[config.mk]
export PLATFORM = sky130hd
export DESIGN_NAME = usb_core
export DESIGN_NICKNAME = d
export VERILOG_FILES = /design/src/rtl/usb_pkg.sv /design/src/rtl/usb_core.sv
export SDC_FILE = /design/constraint.sdc
export NUM_CORES = 1
export LEC_CHECK = 0
export BUFFER_PORTS_ARGS = -buffer_cell sky130_fd_sc_hd__buf_2
export CORE_ASPECT_RATIO = 1.5
export CORE_UTILIZATION = 60
export CTS_CLUSTER_DIAMETER = 30
export CTS_CLUSTER_SIZE = 14
export DETAILED_ROUTE_END_ITERATION = 6
export GPL_TIMING_DRIVEN = 0
export PLACE_DENSITY_LB_ADDON = 0.1
export SLEW_MARGIN = 0
export SYNTH_ARGS = -nofsm -noshare
export SYNTH_HDL_FRONTEND = slang
export SYNTH_HIERARCHICAL = 1
export SYNTH_SLANG_ARGS = --single-unit
[constraint.sdc]
create_clock -name clk -period 3.3 [get_ports clk]
set_input_delay 0.495 -clock clk [delete_from_list [all_inputs] [get_ports clk]]
set_output_delay 0.495 -clock clk [all_outputs]
set_load 0.05 [all_outputs]
[src/rtl/usb_pkg.sv]
// constants for the serial transceiver status, buffering and interrupt block
// assumes one 100 MHz clock and a 16x baud tick made on that same clock
package usb_pkg;
	// register select on the two address pins
	localparam logic [1:0] ADDR_HOLDING = 2'h0; // receive read, transmit write
	localparam logic [1:0] ADDR_LINE_STATUS = 2'h1;
	localparam logic [1:0] ADDR_MODEM_STATUS = 2'h3;
	// line_status field positions
	localparam int ST_PARITY = 0;
	localparam int ST_FRAMING = 1;
	localparam int ST_OVERRUN = 2;
	localparam int ST_BREAK = 3;
	localparam int ST_MODEM = 4;
	localparam int ST_DONE = 5;
	localparam int ST_TBE = 6;
	localparam int ST_READY = 7;
	// modem_line_status field positions
	localparam int MS_CTS = 0;
	localparam int MS_DSR = 1;
	// reset values
	localparam logic [7:0] LINE_STATUS_RST = 8'h60;
	localparam logic [7:0] EDGE_LATCH_RST = 8'h20;
	// flags that may raise the interrupt without the modem mask
	localparam logic [7:0] IRQ_PLAIN_MASK = 8'h2f;
	// bit timing in baud ticks
	localparam logic [3:0] TICKS_HALF = 4'h7;
	localparam logic [3:0] TICKS_LAST = 4'hf;
	localparam int RX_FIFO_DEPTH = 16;
	typedef enum logic [2:0] {
		RX_IDLE, RX_START, RX_DATA, RX_PAR, RX_STOP, RX_WAIT_HIGH
	} usb_rx_state_t;
endpackage

[src/rtl/usb_core.sv]
// status, receive/transmit buffering and interrupt logic of the transceiver
// assumes host pins (select, strobes, address, data) and modem pins arrive
// asynchronously and are synchronised here; format and enables are inputs
// driven by control logic on this clock; baud_tick pulses 16x the bit rate
`timescale 1ns/100ps

////////////////////////////////////////////////////////////////////////////////
// receive queue between the receive shift register and receive holding
module usb_fifo
	import usb_pkg::*;
#(
	parameter int WIDTH = 8,
	parameter int DEPTH = RX_FIFO_DEPTH
) (
	// clock and reset
	input wire logic clk,
	input wire logic rst_b,
	// fill side
	input wire logic in_valid,
	output logic in_ready,
	input wire logic [WIDTH-1:0] in_data,
	// drain side
	output logic out_valid,
	input wire logic out_ready,
	output logic [WIDTH-1:0] out_data
);
	localparam int AW = $clog2(DEPTH);
	logic [WIDTH-1:0] mem [DEPTH];
	logic [AW-1:0] wr_q, rd_q;
	logic [AW:0] cnt_q;
	logic push, pop;

	// honest flags from the fill count
	assign in_ready = (cnt_q != (AW+1)'(DEPTH));
	assign out_valid = (cnt_q != '0);
	assign push = in_valid & in_ready;
	assign pop = out_valid & out_ready;
	assign out_data = mem[rd_q];

	// storage has no reset; only written words are ever read
	always_ff @(posedge clk) begin
		if (push) begin
			mem[wr_q] <= in_data;
		end
	end

	// pointers wrap at the depth, which need not be a power of two
	always_ff @(posedge clk or negedge rst_b) begin
		if (!rst_b) begin
			wr_q <= '0;
			rd_q <= '0;
			cnt_q <= '0;
		end else begin
			if (push) begin
				wr_q <= (wr_q == AW'(DEPTH-1)) ? '0 : wr_q + 1'b1;
			end
			if (pop) begin
				rd_q <= (rd_q == AW'(DEPTH-1)) ? '0 : rd_q + 1'b1;
			end
			cnt_q <= cnt_q + (AW+1)'(push) - (AW+1)'(pop);
		end
	end
endmodule // usb_fifo

////////////////////////////////////////////////////////////////////////////////
module usb_core
	import usb_pkg::*;
#(
	parameter int FIFO_DEPTH = RX_FIFO_DEPTH
) (
	// clock and reset
	input wire logic clk,
	input wire logic rst_b,
	// host bus pins, all low true except address, data and data_oe
	input wire logic cs_b,
	input wire logic rd_b,
	input wire logic wr_b,
	input wire logic [1:0] addr,
	input wire logic [7:0] data_in,
	output logic [7:0] data_out,
	output logic data_oe,
	// request pins and interrupt
	output logic rx_data_ready,
	output logic tx_holding_empty,
	output logic irq_out,
	// serial and modem pins
	input wire logic serial_in,
	output logic serial_out,
	input wire logic cts_b,
	input wire logic dsr_b,
	// format and enables from control logic
	input wire logic baud_tick,
	input wire logic [1:0] word_len,
	input wire logic two_stop,
	input wire logic rx_par_en,
	input wire logic rx_par_odd,
	input wire logic tx_par_en,
	input wire logic tx_par_odd,
	input wire logic modem_irq_enable,
	input wire logic global_irq_enable
);
	// keep only the low 5+len bits of a word
	function automatic logic [7:0] fmt_mask(input logic [7:0] d,
		input logic [1:0] len);
		fmt_mask = d & (8'hff >> (3'h3 - {1'b0, len}));
	endfunction

	// parity bit over the word for even or odd sense
	function automatic logic par_bit(input logic [7:0] d, input logic [1:0] len,
		input logic odd);
		par_bit = (^fmt_mask(d, len)) ^ odd;
	endfunction

	////////////////////////////////////////////////////////////////////////
	// two-flop synchronisers for every pin input
	// six strobe and line pins, two address bits and eight data bits
	logic [15:0] pin_m_q, pin_s_q;
	logic cs_s, rd_s, wr_s, sin_s, cts_s, dsr_s;
	logic [1:0] addr_s;
	logic [7:0] din_s;
	always_ff @(posedge clk or negedge rst_b) begin
		if (!rst_b) begin
			pin_m_q <= 16'hffff;
			pin_s_q <= 16'hffff;
		end else begin
			pin_m_q <= {cs_b, rd_b, wr_b, serial_in, cts_b, dsr_b, addr, data_in};
			pin_s_q <= pin_m_q;
		end
	end
	assign {cs_s, rd_s, wr_s, sin_s, cts_s, dsr_s, addr_s, din_s} = pin_s_q;

	////////////////////////////////////////////////////////////////////////
	// strobe edge detection on the synchronised pins
	logic rd_act, wr_act, rd_act_q, wr_act_q;
	logic rd_lead, rd_trail, wr_trail;
	logic [1:0] raddr_q, waddr_q;
	logic [7:0] wdata_q;
	assign rd_act = ~cs_s & ~rd_s;
	assign wr_act = ~cs_s & ~wr_s;
	assign rd_lead = rd_act & ~rd_act_q;
	assign rd_trail = ~rd_act & rd_act_q;
	assign wr_trail = ~wr_act & wr_act_q;

	// read address held from the leading edge, write address and data tracked while low
	always_ff @(posedge clk or negedge rst_b) begin
		if (!rst_b) begin
			rd_act_q <= 1'b0;
			wr_act_q <= 1'b0;
			raddr_q <= 2'h0;
			waddr_q <= 2'h0;
			wdata_q <= 8'h00;
		end else begin
			rd_act_q <= rd_act;
			wr_act_q <= wr_act;
			if (rd_lead) begin
				raddr_q <= addr_s;
			end
			if (wr_act) begin
				waddr_q <= addr_s;
				wdata_q <= din_s;
			end
		end
	end

	logic usr_trail, msr_trail, rbr_trail, tbr_write, stat_read;
	assign usr_trail = rd_trail & (raddr_q == ADDR_LINE_STATUS);
	assign msr_trail = rd_trail & (raddr_q == ADDR_MODEM_STATUS);
	assign rbr_trail = rd_trail & (raddr_q == ADDR_HOLDING);
	assign tbr_write = wr_trail & (waddr_q == ADDR_HOLDING);
	assign stat_read = rd_act_q & ((raddr_q == ADDR_LINE_STATUS) |
		(raddr_q == ADDR_MODEM_STATUS));

	////////////////////////////////////////////////////////////////////////
	// modem inputs: register image is true-high, so pins are inverted
	logic [7:0] modem_line_status;
	logic cts_prev_q, dsr_prev_q, modem_ev;
	assign modem_line_status = {6'h00, ~dsr_s, ~cts_s};
	assign modem_ev = (cts_s != cts_prev_q) | (dsr_s != dsr_prev_q);
	always_ff @(posedge clk or negedge rst_b) begin
		if (!rst_b) begin
			cts_prev_q <= 1'b1;
			dsr_prev_q <= 1'b1;
		end else begin
			cts_prev_q <= cts_s;
			dsr_prev_q <= dsr_s;
		end
	end

	////////////////////////////////////////////////////////////////////////
	// receiver: 16x oversampling, mid-bit samples, lsb arrives first
	usb_rx_state_t rx_st_q;
	logic [3:0] rx_tk_q;
	logic [2:0] rx_bit_q;
	logic [7:0] rx_sh_q;
	logic rx_par_q, rx_allz_q, rx_mid, rx_end_char;
	logic [7:0] rx_word;
	logic fifo_in_ready, fifo_out_valid, hold_full_q;
	logic [7:0] fifo_out_data, receive_holding_q;
	assign rx_mid = baud_tick & (rx_tk_q == TICKS_HALF);
	assign rx_end_char = (rx_st_q == RX_STOP) & rx_mid;
	// shifted in from the top, so slide down to justify at bit 0
	assign rx_word = rx_sh_q >> (3'h3 - {1'b0, word_len});

	always_ff @(posedge clk or negedge rst_b) begin
		if (!rst_b) begin
			rx_st_q <= RX_IDLE;
			rx_tk_q <= 4'h0;
			rx_bit_q <= 3'h0;
			rx_sh_q <= 8'h00;
			rx_par_q <= 1'b0;
			rx_allz_q <= 1'b1;
		end else begin
			if (baud_tick && rx_st_q != RX_IDLE) begin
				rx_tk_q <= rx_tk_q + 4'h1;
			end
			unique case (rx_st_q)
				RX_IDLE: begin
					rx_tk_q <= 4'h0;
					if (!sin_s) begin
						rx_st_q <= RX_START;
					end
				end
				RX_START: begin
					// a start shorter than half a bit is a glitch
					if (rx_mid) begin
						rx_tk_q <= TICKS_HALF + 4'h1;
						rx_bit_q <= 3'h0;
						rx_allz_q <= 1'b1;
						rx_st_q <= sin_s ? RX_IDLE : RX_DATA;
					end
				end
				RX_DATA: begin
					if (rx_mid) begin
						rx_sh_q <= {sin_s, rx_sh_q[7:1]};
						rx_allz_q <= rx_allz_q & ~sin_s;
						rx_bit_q <= rx_bit_q + 3'h1;
						if (rx_bit_q == {1'b1, word_len}) begin
							rx_st_q <= rx_par_en ? RX_PAR : RX_STOP;
						end
					end
				end
				RX_PAR: begin
					if (rx_mid) begin
						rx_par_q <= sin_s;
						rx_allz_q <= rx_allz_q & ~sin_s;
						rx_st_q <= RX_STOP;
					end
				end
				RX_STOP: begin
					// a low line after a break must rise before a new start
					if (rx_mid) begin
						rx_st_q <= sin_s ? RX_IDLE : RX_WAIT_HIGH;
					end
				end
				RX_WAIT_HIGH: begin
					if (sin_s) begin
						rx_st_q <= RX_IDLE;
					end
				end
			endcase
		end
	end

	// status events of the character, all at the stop sample
	logic ev_ovr, ev_frm, ev_par, ev_brk;
	assign ev_ovr = rx_end_char & ~fifo_in_ready;
	assign ev_frm = rx_end_char & ~sin_s;
	assign ev_par = rx_end_char & rx_par_en &
		(rx_par_q != par_bit(rx_word, word_len, rx_par_odd));
	assign ev_brk = rx_end_char & rx_allz_q & ~sin_s;

	// characters queue here while the holding is still unread
	usb_fifo #(.WIDTH(8), .DEPTH(FIFO_DEPTH)) u_rx_fifo (
		.clk(clk),
		.rst_b(rst_b),
		.in_valid(rx_end_char),
		.in_ready(fifo_in_ready),
		.in_data(rx_word),
		.out_valid(fifo_out_valid),
		.out_ready(~hold_full_q),
		.out_data(fifo_out_data)
	);

	// receive holding is loaded in parallel and freed by a host read
	logic ev_ready;
	assign ev_ready = fifo_out_valid & ~hold_full_q;
	always_ff @(posedge clk or negedge rst_b) begin
		if (!rst_b) begin
			hold_full_q <= 1'b0;
			receive_holding_q <= 8'h00;
		end else begin
			if (ev_ready) begin
				hold_full_q <= 1'b1;
				receive_holding_q <= fifo_out_data;
			end else if (rbr_trail) begin
				hold_full_q <= 1'b0;
			end
		end
	end
	assign rx_data_ready = hold_full_q;

	////////////////////////////////////////////////////////////////////////
	// transmitter: holding register feeding a framed shift register
	logic [7:0] transmit_holding_q;
	logic tx_full_q, tx_busy_q, tx_load, ev_done;
	logic [11:0] tx_shift_reg_q;
	logic [3:0] tx_left_q, tx_tk_q;
	assign tx_load = tx_full_q & ~tx_busy_q & ~cts_s;
	assign ev_done = tx_busy_q & baud_tick & (tx_tk_q == TICKS_LAST) &
		(tx_left_q == 4'h1) & ~tx_full_q & ~tbr_write;

	// a write while still full replaces the waiting character
	always_ff @(posedge clk or negedge rst_b) begin
		if (!rst_b) begin
			tx_full_q <= 1'b0;
			transmit_holding_q <= 8'h00;
		end else begin
			if (tbr_write) begin
				tx_full_q <= 1'b1;
				transmit_holding_q <= fmt_mask(wdata_q, word_len);
			end else if (tx_load) begin
				tx_full_q <= 1'b0;
			end
		end
	end
	assign tx_holding_empty = ~tx_full_q;

	// frame built lsb first: start, data, optional parity, stop bits
	always_ff @(posedge clk or negedge rst_b) begin
		if (!rst_b) begin
			tx_busy_q <= 1'b0;
			tx_shift_reg_q <= 12'hfff;
			tx_left_q <= 4'h0;
			tx_tk_q <= 4'h0;
		end else begin
			if (tx_load) begin
				tx_busy_q <= 1'b1;
				tx_tk_q <= 4'h0;
				tx_left_q <= 4'h7 + {2'h0, word_len} + {3'h0, tx_par_en} +
					{3'h0, two_stop};
				tx_shift_reg_q <= ({3'h7, 8'hff, 1'b0} &
					~({3'h0, 8'hff, 1'b0} >> (3'h3 - {1'b0, word_len}))) |
					{3'h0, transmit_holding_q, 1'b0};
				if (tx_par_en) begin
					tx_shift_reg_q[4'h6 + {2'h0, word_len}] <=
						par_bit(transmit_holding_q, word_len, tx_par_odd);
				end
			end else if (tx_busy_q && baud_tick) begin
				// cts is only checked at load, so a frame always finishes
				tx_tk_q <= tx_tk_q + 4'h1;
				if (tx_tk_q == TICKS_LAST) begin
					tx_shift_reg_q <= {1'b1, tx_shift_reg_q[11:1]};
					tx_left_q <= tx_left_q - 4'h1;
					if (tx_left_q == 4'h1) begin
						tx_busy_q <= 1'b0;
					end
				end
			end
		end
	end

	// idle line is high; the output is a flop for a clean edge
	always_ff @(posedge clk or negedge rst_b) begin
		if (!rst_b) begin
			serial_out <= 1'b1;
		end else begin
			serial_out <= tx_busy_q ? tx_shift_reg_q[0] : 1'b1;
		end
	end

	////////////////////////////////////////////////////////////////////////
	// line_status: sets wait out a status read, then merge at trailing edge
	logic [7:0] line_status_q, pend_q, snap_q, ev_all, pend_all;
	assign ev_all = {ev_ready, tx_load, ev_done, modem_ev, ev_brk, ev_ovr,
		ev_frm, ev_par};
	assign pend_all = pend_q | ev_all;
	always_ff @(posedge clk or negedge rst_b) begin
		if (!rst_b) begin
			line_status_q <= LINE_STATUS_RST;
			pend_q <= 8'h00;
			snap_q <= 8'h00;
		end else begin
			if (rd_lead) begin
				// an event in the leading cycle is missing from the snapshot
				snap_q <= line_status_q;
				pend_q <= ev_all;
			end else if (stat_read && !rd_trail) begin
				pend_q <= pend_all;
			end
			if (usr_trail) begin
				line_status_q <= pend_all & ~snap_q;
			end else if (msr_trail) begin
				// recurring bits clear, untouched bits stay, new bits set
				line_status_q <= (line_status_q & ~pend_all) |
					(pend_all & ~snap_q);
			end else if (!stat_read) begin
				line_status_q <= line_status_q | ev_all;
			end
		end
	end

	////////////////////////////////////////////////////////////////////////
	// edge latches: rising flags and modem changes; the request flags are kept out
	logic [7:0] stat_prev_q, edge_q, rise;
	assign rise = line_status_q & ~stat_prev_q & IRQ_PLAIN_MASK;
	always_ff @(posedge clk or negedge rst_b) begin
		if (!rst_b) begin
			stat_prev_q <= LINE_STATUS_RST;
			edge_q <= EDGE_LATCH_RST;
		end else begin
			stat_prev_q <= line_status_q;
			// a new rise wins over the clear of the same cycle
			edge_q <= (usr_trail ? 8'h00 : msr_trail ?
				(edge_q & ~(8'h01 << ST_MODEM)) : edge_q) |
				rise | ({7'h00, modem_ev} << ST_MODEM);
		end
	end

	// interrupt: modem term masked, everything under the global enable
	always_ff @(posedge clk or negedge rst_b) begin
		if (!rst_b) begin
			irq_out <= 1'b0;
		end else begin
			irq_out <= global_irq_enable & (
				|(edge_q & IRQ_PLAIN_MASK & ~(8'h01 << ST_MODEM)) |
				(edge_q[ST_MODEM] & modem_irq_enable));
		end
	end

	////////////////////////////////////////////////////////////////////////
	// read data latched at the leading edge, driven while the strobe lasts
	always_ff @(posedge clk or negedge rst_b) begin
		if (!rst_b) begin
			data_out <= 8'h00;
		end else if (rd_lead) begin
			unique case (addr_s)
				ADDR_HOLDING: data_out <= receive_holding_q;
				ADDR_LINE_STATUS: data_out <= line_status_q;
				ADDR_MODEM_STATUS: data_out <= modem_line_status;
				default: data_out <= 8'h00;
			endcase
		end
	end
	assign data_oe = rd_act_q;

	////////////////////////////////////////////////////////////////////////
	// checks
	chk_irq_gate: assert property (@(posedge clk) disable iff (!rst_b)
		!global_irq_enable |=> !irq_out) else $error("irq while disabled");
	chk_msr_invert: assert property (@(posedge clk) disable iff (!rst_b)
		rd_lead && addr_s == ADDR_MODEM_STATUS |=>
		data_out[1:0] == ~{$past(dsr_s), $past(cts_s)})
		else $error("msr not inverted");
	chk_ready_pin: assert property (@(posedge clk) disable iff (!rst_b)
		ev_ready |=> rx_data_ready && line_status_q[ST_READY] || stat_read)
		else $error("ready not shown");
	chk_tbe_pin: assert property (@(posedge clk) disable iff (!rst_b)
		tx_load && !tbr_write |=> tx_holding_empty) else $error("tbe pin");
	chk_cts_block: assert property (@(posedge clk) disable iff (!rst_b)
		!tx_busy_q && cts_s |=> !tx_busy_q) else $error("sent without cts");
	chk_usr_clear: assert property (@(posedge clk) disable iff (!rst_b)
		usr_trail && pend_all == 8'h00 |=> line_status_q == 8'h00 &&
		!edge_q[ST_PARITY]) else $error("status not cleared");
	chk_read_hold: assert property (@(posedge clk) disable iff (!rst_b)
		stat_read && !rd_trail && !rd_lead |=> $stable(line_status_q))
		else $error("flag set during read");
	chk_overrun: assert property (@(posedge clk) disable iff (!rst_b)
		ev_ovr && !stat_read |=> line_status_q[ST_OVERRUN])
		else $error("overrun lost");
	chk_no_req_irq: assert property (@(posedge clk) disable iff (!rst_b)
		edge_q == 8'h00 |=> !irq_out) else $error("request flags raised irq");
endmodule // usb_core

Yosys cells after proc, flatten, opt, wreduce, memory -nomap -nowiden
Memories as Yosys holds them, arrays and structs flattened. A register that Yosys moved wholly into a read port is not among the register bits.
Cells that the tools add are included.
- add/sub/neg operators: 13
- magnitude comparators: 2
- eq/ne operators: 28
- shifts and indexed selects: 3
- mux-type cells: 53
- bitwise operators: 65
- reduce and logical (&&, ||, !) cells: 31
- operators by type and width (operator ; count):
    12-bit two-way mux ; 4
    8-bit two-way mux ; 6
    8-bit bitwise AND ; 5
    4-bit two-way mux ; 9
    3-bit two-way mux ; 11
    1-bit bitwise AND ; 30
    8-bit OR ; 3
    8-bit case mux with 3 select lines ; 1
    3-bit case mux with 6 select lines ; 1
    4-bit by 1-bit adder with 4-bit output, second input constant ; 4
    8-bit inverter ; 2
    2-bit nonzero test ; 8
    8-bit parity ; 2
    1-bit two-way mux ; 14
    2-bit inequality test, second input constant ; 7
    1-bit inverter ; 14
    12-bit bitwise mux ; 1
    4-bit == test, second input constant ; 3
    12-bit inverter ; 1
    12-bit by 9-bit OR with 12-bit output ; 1
    9-bit by 3-bit right shift with 12-bit output, first input constant ; 1
    3-bit AND reduction ; 3
    3-bit by 2-bit adder with 4-bit output, first input constant ; 2
    4-bit by 1-bit adder with 4-bit output ; 2
    43 further kinds ; 60
- flip-flop bits (word level): 160
- RAM bits: 128
- input port bits: 28
- output and inout bits: 13
- logic and storage cells: 229
- memories: 1
- memory list (name ; depth ; width ; read ports ; clocked after Yosys merged registers in ; wr ports ; RTL line ; RTL):
    u_rx_fifo.mem ; 16 ; 8 ; 1 ; 1 ; 1 ; usb_core.sv:28 ; logic [WIDTH-1:0] mem [DEPTH];

Depth between registers and ports, before layout
Gate-level depths: netlist (run 1).
- depth after elaboration: 13
- mapped depth: 17
- mapped depth without buffers: 15

Hierarchy
The synthesis (run 1) kept the hierarchy.
- modules (own cells, without submodules) (module ; instances ; cells each ; area each (um^2) ; seq. area each (um^2)):
    usb_core ; 1 ; 590 ; 6642.6 ; 3868.7
    usb_fifo ; 1 ; 325 ; 5896.9 ; 4169.0

Worst setup path before layout (run 1)
No wires, ideal clock.
- kind: register -> register
- start: register rx_tk_q[0]
- end: register u_rx_fifo.cnt_q[4]
- library setup time: 0.080 ns
- arrival: 2.781 ns
- required time: 3.220 ns
- setup slack: 0.439 ns
- cell stages (with the launch flop): 18
- buffers on the path: 2
- clock period less this slack: 2.861 ns
- cells stage by stage: dfrtp_1 -> ha_1 -> and4b_1 -> nand3_1 -> inv_1 -> and2_1 -> buf_2 -> clkbuf_1 -> inv_1 -> ha_1 -> inv_1 -> ha_1 -> inv_1 -> fa_1 -> inv_1 -> a21oi_1 -> o21bai_1 -> xnor2_1
- cells in the longest elaborated chain, start to end: 6
- RTL lines (item ; RTL line ; RTL):
    from (decl) ; usb_core.sv:192 ; logic [3:0] rx_tk_q;
    from (signal assigned) ; usb_core.sv:214 ; rx_tk_q <= rx_tk_q + 4'h1;
    from (signal assigned) ; usb_core.sv:226 ; rx_tk_q <= TICKS_HALF + 4'h1;
    4-bit by 3-bit == test with 1-bit output ; usb_core.sv:199 ; assign rx_mid = baud_tick & (rx_tk_q == TICKS_HALF);
    1-bit bitwise AND ; usb_core.sv:199 ;
    1-bit bitwise AND ; usb_core.sv:200 ; assign rx_end_char = (rx_st_q == RX_STOP) & rx_mid;
    named net rx_end_char ; usb_core.sv:195 ; logic rx_par_q, rx_allz_q, rx_mid, rx_end_char;
    1-bit bitwise AND ; usb_core.sv:36 ; assign push = in_valid & in_ready;
    5-bit by 1-bit adder with 5-bit output ; usb_core.sv:60 ; cnt_q <= cnt_q + (AW+1)'(push) - (AW+1)'(pop);
    5-bit by 1-bit subtractor with 5-bit output ; usb_core.sv:60 ;
    to (signal assigned) ; usb_core.sv:60 ;
    to (decl) ; usb_core.sv:30 ; logic [AW:0] cnt_q;
The timed path passes the listed nets, and every way through them passes these cells.
A chain may end at the register's enable or synchronous reset.

Worst setup path in the final report (run 1)
- start: register rx_tk_q[0]
- end: memory u_rx_fifo.mem[7][6], enable pin
- cells in the longest elaborated chain, start to end: 6
- RTL lines (item ; RTL line ; RTL):
    4-bit by 3-bit == test with 1-bit output ; usb_core.sv:199 ;
    1-bit bitwise AND ; usb_core.sv:199 ;
    1-bit bitwise AND ; usb_core.sv:200 ;
    named net rx_end_char ; usb_core.sv:195 ;
    1-bit bitwise AND ; usb_core.sv:36 ;
    1-bit two-way mux ; usb_core.sv:42 ; if (push) begin
    1-bit two-way mux (implied by the code) ; usb_core.sv:43 ; mem[wr_q] <= in_data;
    to (decl) ; usb_core.sv:28 ;
The timed path passes the listed nets, and every way through them passes these cells.

==> results.yml, run 1 <==
logic_synthesis:
  post_synth_instance_area_sq_mm: 0.01254
  synth_flop_cell: "sky130_fd_sc_hd__edfxtp_1"
  syn-mean-instance-area_sq_um: 13.70
  async_flop_share_pct: 56.31
  synth-seq-area-share_pct: 64.10
  netlist-cell-type-count: 72
  postSynthRegisterBits: 293
  synth_enable_flop_cells: 128
  mappedNetlistNets: 966
  syn-instance-count: 915
  ys_warn_count: 6
sta:
  timing.fmax_mhz: 327.7
  fin_tns_setup_ns: 0
  final-hold-violation-count: 0
  fin_ws_ns: 0.2485
  fin_crit_sh_pct: 92.47
  total_count_of_max_transition_violations_in_the_final_report: 0
  setup_repair_after_global_routing_missed_its_margin: "no"
  slew_of_the_pin_with_the_lowest_slew_margin_ns: 1.264
  fin_worst_skew_ns: 0.01418
  finalWorstPathRequiredPeriod_ns: 3.052
  relSlewSlack_pct: 15.09
  finalSetupViolCount: 0
route:
  detail_route.wirelength_mm: 25.71
  route.vias.total: 7528
  drtPass1Iterations: 5
  detail_route.iter0.violations: 526
  detail_route.wl_per_cell_um: 19.90
  antenna_left: 0
  route.detailed.drc: 0
  detail_route.vias_per_cell: 5.827
pwr:
  p_leak_nw: 5.977
  power-per-cell-area_mw_per_mm2: 819.1
  irDropWorstVdd_mv: 0.6015
  totalPowerFinal_w: 0.01190
global_route:
  overall_global_routing_resource_usage_pct: 25.28
  antenna_found_initial: 0
  globalRouteOverflowTotal: 0
  maximum_number_of_pins_on_one_net_before_global_route_repair: 123
  grt_first_pass_wirelength_mm: 40.92
  via_count_of_the_first_global_routing_pass: 7648
cts:
  cts_made_buffers: 39
  htree_levels: 2
  cts_root_buffer: "sky130_fd_sc_hd__clkbuf_16"
  numClockSinks: 293
  cts.path.max_buffers: 3
  clkLatencyLatePin_ns: 0.52
  cts_tree: "yes"
  path_clk_slew_ns: 0.06
place:
  pre_cts_ws_ns: -0.07334
  placement.io_buffers: 40
  dp.final_hpwl_mm: 17.40
  gp_routability_congestion: 0.9044
die:
  dieHeight_um: 179.1
  pin_count: 41
  dieWidth_um: 120.0
  rows: 64
  design.core.area_sq_mm: 0.02042
  area_of_the_die_sq_mm: 0.02149
  initial_core_util_pct: 61.41
finish:
  antenna-diode-count: 0
  num-nets-final: 1048
  drive_above_1_share_pct: 23.93
  area_growth_from_synthesis_to_layout_pct: 15.90
setup_path:
  timing.critical_path.to_type: "flip-flop"
  setup.worst_path.start_class: "flip-flop"
  worst-setup-path-type: "flip-flop to flip-flop"
  worstPathRequired_ns: 3.42
  worst-path-max-fanout: 18
  critical_path_arrival_ns: 3.17
outcome:
  outcome: "finished, final reports clean"
hold_path:
  worst_hold_path_type: "input pin to flip-flop"
job:
  number_of_max_cap_violations: 0
synth_stat cells, types with 9 or more instances:
library cell               instances  share of area [%]
sky130_fd_sc_hd__a21oi_1          22               0.88
sky130_fd_sc_hd__a221oi_1          9               0.63
sky130_fd_sc_hd__a22oi_1           9               0.54
sky130_fd_sc_hd__and2_1            9               0.45
sky130_fd_sc_hd__and3_1           10               0.50
sky130_fd_sc_hd__clkbuf_1         26               0.78
sky130_fd_sc_hd__dfrtp_1         113                 23
sky130_fd_sc_hd__dfstp_2          52                 11
sky130_fd_sc_hd__edfxtp_1        128                 31
sky130_fd_sc_hd__ha_1             21                2.1
sky130_fd_sc_hd__inv_1            31               0.93
sky130_fd_sc_hd__mux2_2           29                2.6
sky130_fd_sc_hd__mux2i_1          57                4.6
sky130_fd_sc_hd__mux4_2           18                3.2
sky130_fd_sc_hd__nand2_1         105                3.1
sky130_fd_sc_hd__nand3_1          13               0.52
sky130_fd_sc_hd__nor2_1           32               0.96
sky130_fd_sc_hd__nor3_1            9               0.36
sky130_fd_sc_hd__o21ai_0          49                2.0
sky130_fd_sc_hd__o21ai_1          20               0.80
sky130_fd_sc_hd__o31ai_1          10               0.60
sky130_fd_sc_hd__xnor2_1          21                1.5
sky130_fd_sc_hd__xor2_1           11               0.77
state kept, by name, indices dropped and copies added, names as in the netlist, 5 cells and up, named ones only:
register,cells
receive_holding_q,8
tx_shift_reg_q,12
wdata_q,8
stat_prev_q,5
pin_s_q,16
snap_q,8
u_rx_fifo/mem,128
pend_q,8
data_out,8
pin_m_q,16
rx_sh_q,8
u_rx_fifo/cnt_q,5
edge_q,6
transmit_holding_q,8
cell type report:
class / instances / area, sq um
multi-input combinational: 542 / 4114
fill: 1409 / 5886
clock inverter: 23 / 304.0
inverter: 35 / 133.9
tap: 264 / 330.3
clock buffer: 49 / 1106
buffer: 44 / 260.3
sequential: 293 / 8038
timing repair buffer: 42 / 247.7
logic make-up (layout without fill, tap and decap cells):
| group | count (synthesis) | after routing | share of synthesized area, % |
|---|---|---|---|
| AND/OR/NAND/NOR | 213 | 213 | 8.122 |
| AO/OA/AOI/OAI | 165 | 165 | 8.781 |
| XOR/XNOR | 33 | 33 | 2.415 |
| adder cells (fa/ha/maj) | 23 | 23 | 2.415 |
| flip-flops | 293 | 293 | 64.10 |
| buffers and inverters | 80 | 193 | 3.153 |
| multiplexers | 108 | 108 | 11.02 |
path summary, 6_finish.rpt:
kind                       startpoint               endpoint  slack [ns]  cells past startpoint
hold reg to reg            pin_m_q[4]             pin_s_q[4]        0.35                      0
max in group asynchronous       rst_b  transmit_holding_q[6]        1.91                      3
min in group asynchronous       rst_b            data_out[0]        0.46                      2
setup reg to reg           rx_tk_q[0]    u_rx_fifo/mem[7][6]        0.25                      8
hold / removal                   cs_b            pin_m_q[15]        0.08                      1
setup / recovery           rx_tk_q[0]    u_rx_fifo/mem[7][6]        0.25                      8
placed cells by master, fill, tap and decap left out, types with 10 or more instances in the layout:
cell                        instances
sky130_fd_sc_hd__nor2_1            32
sky130_fd_sc_hd__dfrtp_1          113
sky130_fd_sc_hd__nand3_1           13
sky130_fd_sc_hd__nand2_1          105
sky130_fd_sc_hd__o31ai_1           10
sky130_fd_sc_hd__buf_2             43
sky130_fd_sc_hd__a21oi_1           21
sky130_fd_sc_hd__o21ai_0           49
sky130_fd_sc_hd__dfstp_2           52
sky130_fd_sc_hd__mux2i_1           57
sky130_fd_sc_hd__clkbuf_1          28
sky130_fd_sc_hd__inv_1             31
sky130_fd_sc_hd__o21ai_1           19
sky130_fd_sc_hd__xnor2_1           21
sky130_fd_sc_hd__ha_1              21
sky130_fd_sc_hd__mux4_2            18
sky130_fd_sc_hd__mux2_2            29
sky130_fd_sc_hd__and3_1            10
sky130_fd_sc_hd__xor2_1            11
sky130_fd_sc_hd__edfxtp_1         128
sky130_fd_sc_hd__clkbuf_16         41
routing by layer:
layer  vias up  wire, um  track usage, %
met2       189     13760           45.74
met1      3736      9568           28.62
met4         0      1527           14.64
li1       3525         -               -
met3        78       850           3.149
met5         -         0               0
repair_timing:
item / in CTS / in global routing
setup endpoints to repair: 1 / 9
hold endpoints to repair: 33 / 0
buffers inserted: 0 / 0
gates resized for setup: 0 / 1
hold buffers: 1 / 0
power breakdown:
group / total [W] / internal, W / switching [W]
logic: 0.00273 / 0.00116 / 0.00157
registers: 0.00476 / 0.00437 / 0.000386
clock network: 0.00442 / 0.00281 / 0.00160
total: 0.0119 / 0.00834 / 0.00356
worst max-delay path: stages, from the launching register on:
cell,delay [ns]
sky130_fd_sc_hd__dfrtp_1,0.38
sky130_fd_sc_hd__ha_1,0.18
sky130_fd_sc_hd__and4b_1,0.23
sky130_fd_sc_hd__nand3_1,0.19
sky130_fd_sc_hd__inv_1,0.12
sky130_fd_sc_hd__and2_1,0.13
sky130_fd_sc_hd__clkbuf_4,0.23
sky130_fd_sc_hd__nand2_1,0.16
sky130_fd_sc_hd__nor3b_1,1.03
metrics by stage:
stage / utilization (%) / cells / area, sq um / hold WS (ns)
2_1_floorplan: - / 915 / 12540 / 0.1994
3_3_place_gp: 64.01 / 1219 / 13070 / 0.3453
3_5_place_dp: 64.19 / 1220 / 13110 / 0.3473
4_1_cts: 71.13 / 1292 / 14520 / 0.06627
5_1_grt: 71.18 / 1292 / 14530 / 0.06614
6_report: 71.18 / 1292 / 14530 / 0.07524
Power figures use the tool's default switching activity.
==> run 2: changes to the inputs <==
Clock period 3.3 ns to 3 ns, I/O delays scaled along.
==> run 2 against run 1 <==
Against the previous run:
- count of clock-buffer cells in the layout unchanged
- sequential share of layout area down 0.18 points
- clock skew up 0.0021 ns
- first-iteration DRC count up 0.19%
- largest power group unchanged
==> results.yml, run 2 (same netlist as run 1, synthesis figures left out) <==
die:
  design.core.area_sq_mm: 0.02042
  rows: 64
  dieWidth_um: 120.0
  dieHeight_um: 179.1
  area_of_the_die_sq_mm: 0.02149
  pin_count: 41
  initial_core_util_pct: 61.41
route:
  antenna_left: 0
  dr_wl_met2_mm: 13.93
  met1_length_mm: 9.532
  route.vias.total: 7596
  detail_route.iter0.violations: 527
  drtPass1Iterations: 5
  route.detailed.drc: 0
  met3WireLength_um: 897
  detail_route.wirelength_mm: 25.83
  detail_route.wl_per_cell_um: 19.93
  top_layer_used: "met4"
  detail_route.vias_per_cell: 5.861
setup_path:
  critical_path_arrival_ns: 3.34
  worst-path-max-fanout: 10
  setup.worst_path.start_class: "flip-flop"
  timing.critical_path.to_type: "flip-flop"
  worstPathRequired_ns: 3.43
  worst-setup-path-type: "flip-flop to flip-flop"
finish:
  most_frequent_standard_cell_in_the_layout_excluding_fill_and_tap_cells: "sky130_fd_sc_hd__edfxtp_1"
  drive_above_1_share_pct: 24.90
  most-common-layout-cells: "sky130_fd_sc_hd__edfxtp_1 (128), sky130_fd_sc_hd__dfrtp_1 (113), sky130_fd_sc_hd__nand2_1 (105)"
  antenna-diode-count: 0
  area_growth_from_synthesis_to_layout_pct: 16.27
  final_core_util_pct: 71.40
  stdcell_area_sq_mm: 0.01458
  largest-register: "u_rx_fifo/mem"
  num-nets-final: 1052
  largest_register_ffs: 128
  filler_cell_count: 1399
  biggestRegsByFlops: "u_rx_fifo/mem: 128 flops, pin_m_q: 16 flops, pin_s_q: 16 flops"
cts:
  numClockSinks: 293
  cts.path.max_buffers: 3
  clkLatencyLatePin_ns: 0.52
  cts_root_buffer: "sky130_fd_sc_hd__clkbuf_16"
  cts_made_buffers: 39
  path_clk_slew_ns: 0.06
  cts_tree: "yes"
  htree_levels: 2
sta:
  finalWorstPathRequiredPeriod_ns: 2.915
  fin_crit_sh_pct: 97.18
  setup_repair_after_global_routing_missed_its_margin: "yes"
  fin_ws_ns: 0.08454
  fin_tns_setup_ns: 0
  total_count_of_max_transition_violations_in_the_final_report: 0
  finalSetupViolCount: 0
  timing.fmax_mhz: 343.0
  slew_of_the_pin_with_the_lowest_slew_margin_ns: 1.276
  final-hold-violation-count: 0
  relSlewSlack_pct: 14.75
  fin_worst_skew_ns: 0.01631
pwr:
  clkPwrFrac_pct: 37.0
  switching_share_of_total_power_pct: 29.91
  power_switching_w: 0.003922
  internal_power_w: 0.009190
  power.share.sequential_pct: 39.9
  power-per-cell-area_mw_per_mm2: 899.3
  irDropWorstVdd_mv: 0.6612
  comb_power_share_pct: 23.0
  p_leak_nw: 5.984
  totalPowerFinal_w: 0.01311
outcome:
  outcome: "finished, final reports clean"
place:
  dp.final_hpwl_mm: 17.40
  placement.io_buffers: 40
  gp_routability_congestion: 0.9044
  post_dp_cell_area_sq_mm: 0.01311
  pre_cts_ws_ns: -0.3309
job:
  number_of_max_cap_violations: 0
hold_path:
  worst_hold_path_type: "input pin to flip-flop"
global_route:
  antenna_found_initial: 0
  via_count_of_the_first_global_routing_pass: 7685
  grt_first_pass_wirelength_mm: 41.12
  globalRouteOverflowTotal: 0
  overall_global_routing_resource_usage_pct: 25.40
  maximum_number_of_pins_on_one_net_before_global_route_repair: 123
## run 2: changes by cell type in the layout (fill, tap and decap cells not counted), sizes merged
| cell | previous run | this run |
|---|---|---|
| buf | 59 | 64 |
| clkbuf | 75 | 74 |
## run 2: path summary, 6_finish.rpt
path / start / end / slack [ns] / cells past startpoint
setup / recovery: rx_tk_q[0] / u_rx_fifo/cnt_q[4] / 0.08 / 17
hold / removal: cs_b / pin_m_q[15] / 0.03 / 1
setup reg to reg: rx_tk_q[0] / u_rx_fifo/cnt_q[4] / 0.08 / 17
hold reg to reg: pin_m_q[4] / pin_s_q[4] / 0.35 / 0
max in group asynchronous: rst_b / rx_sh_q[4] / 1.68 / 3
min in group asynchronous: rst_b / data_out[0] / 0.42 / 2
## run 2: metrics by stage
stage          hold slack [ns]  instances
2_1_floorplan           0.1544        915
3_3_place_gp            0.3453       1219
3_5_place_dp            0.3473       1220
4_1_cts                0.02127       1296
5_1_grt                0.02114       1296
6_report               0.03057       1296
## run 2: power by group through the flow
stage | Sequential (W) | Clock [W] | Combinational, W
after floorplan | 0.00530 | 0 | 0.00219
after global placement | 0.00527 | 0 | 0.00292
final | 0.00523 | 0.00486 | 0.00302
after global routing | 0.00530 | 0.00509 | 0.00335
after CTS | 0.00523 | 0.00493 | 0.00304
after detailed placement | 0.00529 | 0 | 0.00301
## run 2: worst max-delay path, stage by stage, from the launching register on
cell and delay (ns):
sky130_fd_sc_hd__dfrtp_1 0.35, sky130_fd_sc_hd__ha_1 0.16, sky130_fd_sc_hd__and4b_1 0.23, sky130_fd_sc_hd__nand3_2 0.14, sky130_fd_sc_hd__inv_2 0.09, sky130_fd_sc_hd__and2_1 0.15, sky130_fd_sc_hd__buf_6 0.14, sky130_fd_sc_hd__clkbuf_8 0.16
sky130_fd_sc_hd__inv_1 0.04, sky130_fd_sc_hd__ha_1 0.27, sky130_fd_sc_hd__inv_1 0.06, sky130_fd_sc_hd__ha_2 0.18, sky130_fd_sc_hd__inv_1 0.06, sky130_fd_sc_hd__fa_2 0.37, sky130_fd_sc_hd__inv_1 0.07, sky130_fd_sc_hd__a21oi_1 0.07
sky130_fd_sc_hd__o21bai_1 0.17, sky130_fd_sc_hd__xnor2_1 0.13
## run 2: repair_timing
item                                    4_1_cts  5_1_grt
endpoints found under the hold margin        33        0
buffers inserted                              3        1
gates resized for setup                       5        6
hold buffers                                  1        0
pin swaps                                     1        1
endpoints found under the setup margin       11       10
gates cloned                                  0        0
## run 2: area by class of cell
| type | count | area, sq um | area share (%) |
|---|---|---|---|
| Clock inverter | 23 | 304.0 | 2.085 |
| Buffer | 44 | 274.0 | 1.879 |
| Sequential cell | 293 | 8038 | 55.13 |
| Inverter | 35 | 133.9 | 0.9182 |
| Tap cell | 264 | 330.3 | 2.266 |
| Multi-Input combinational cell | 542 | 4116 | 28.23 |
| Clock buffer | 49 | 1106 | 7.586 |
| Timing Repair Buffer | 46 | 277.8 | 1.905 |
## run 2: layer usage
layer  up-vias  GRT usage, %
met1      3783         28.77
met5         -             0
li1       3536             -
met3        77         3.149
met4         0         14.84
met2       200         45.88
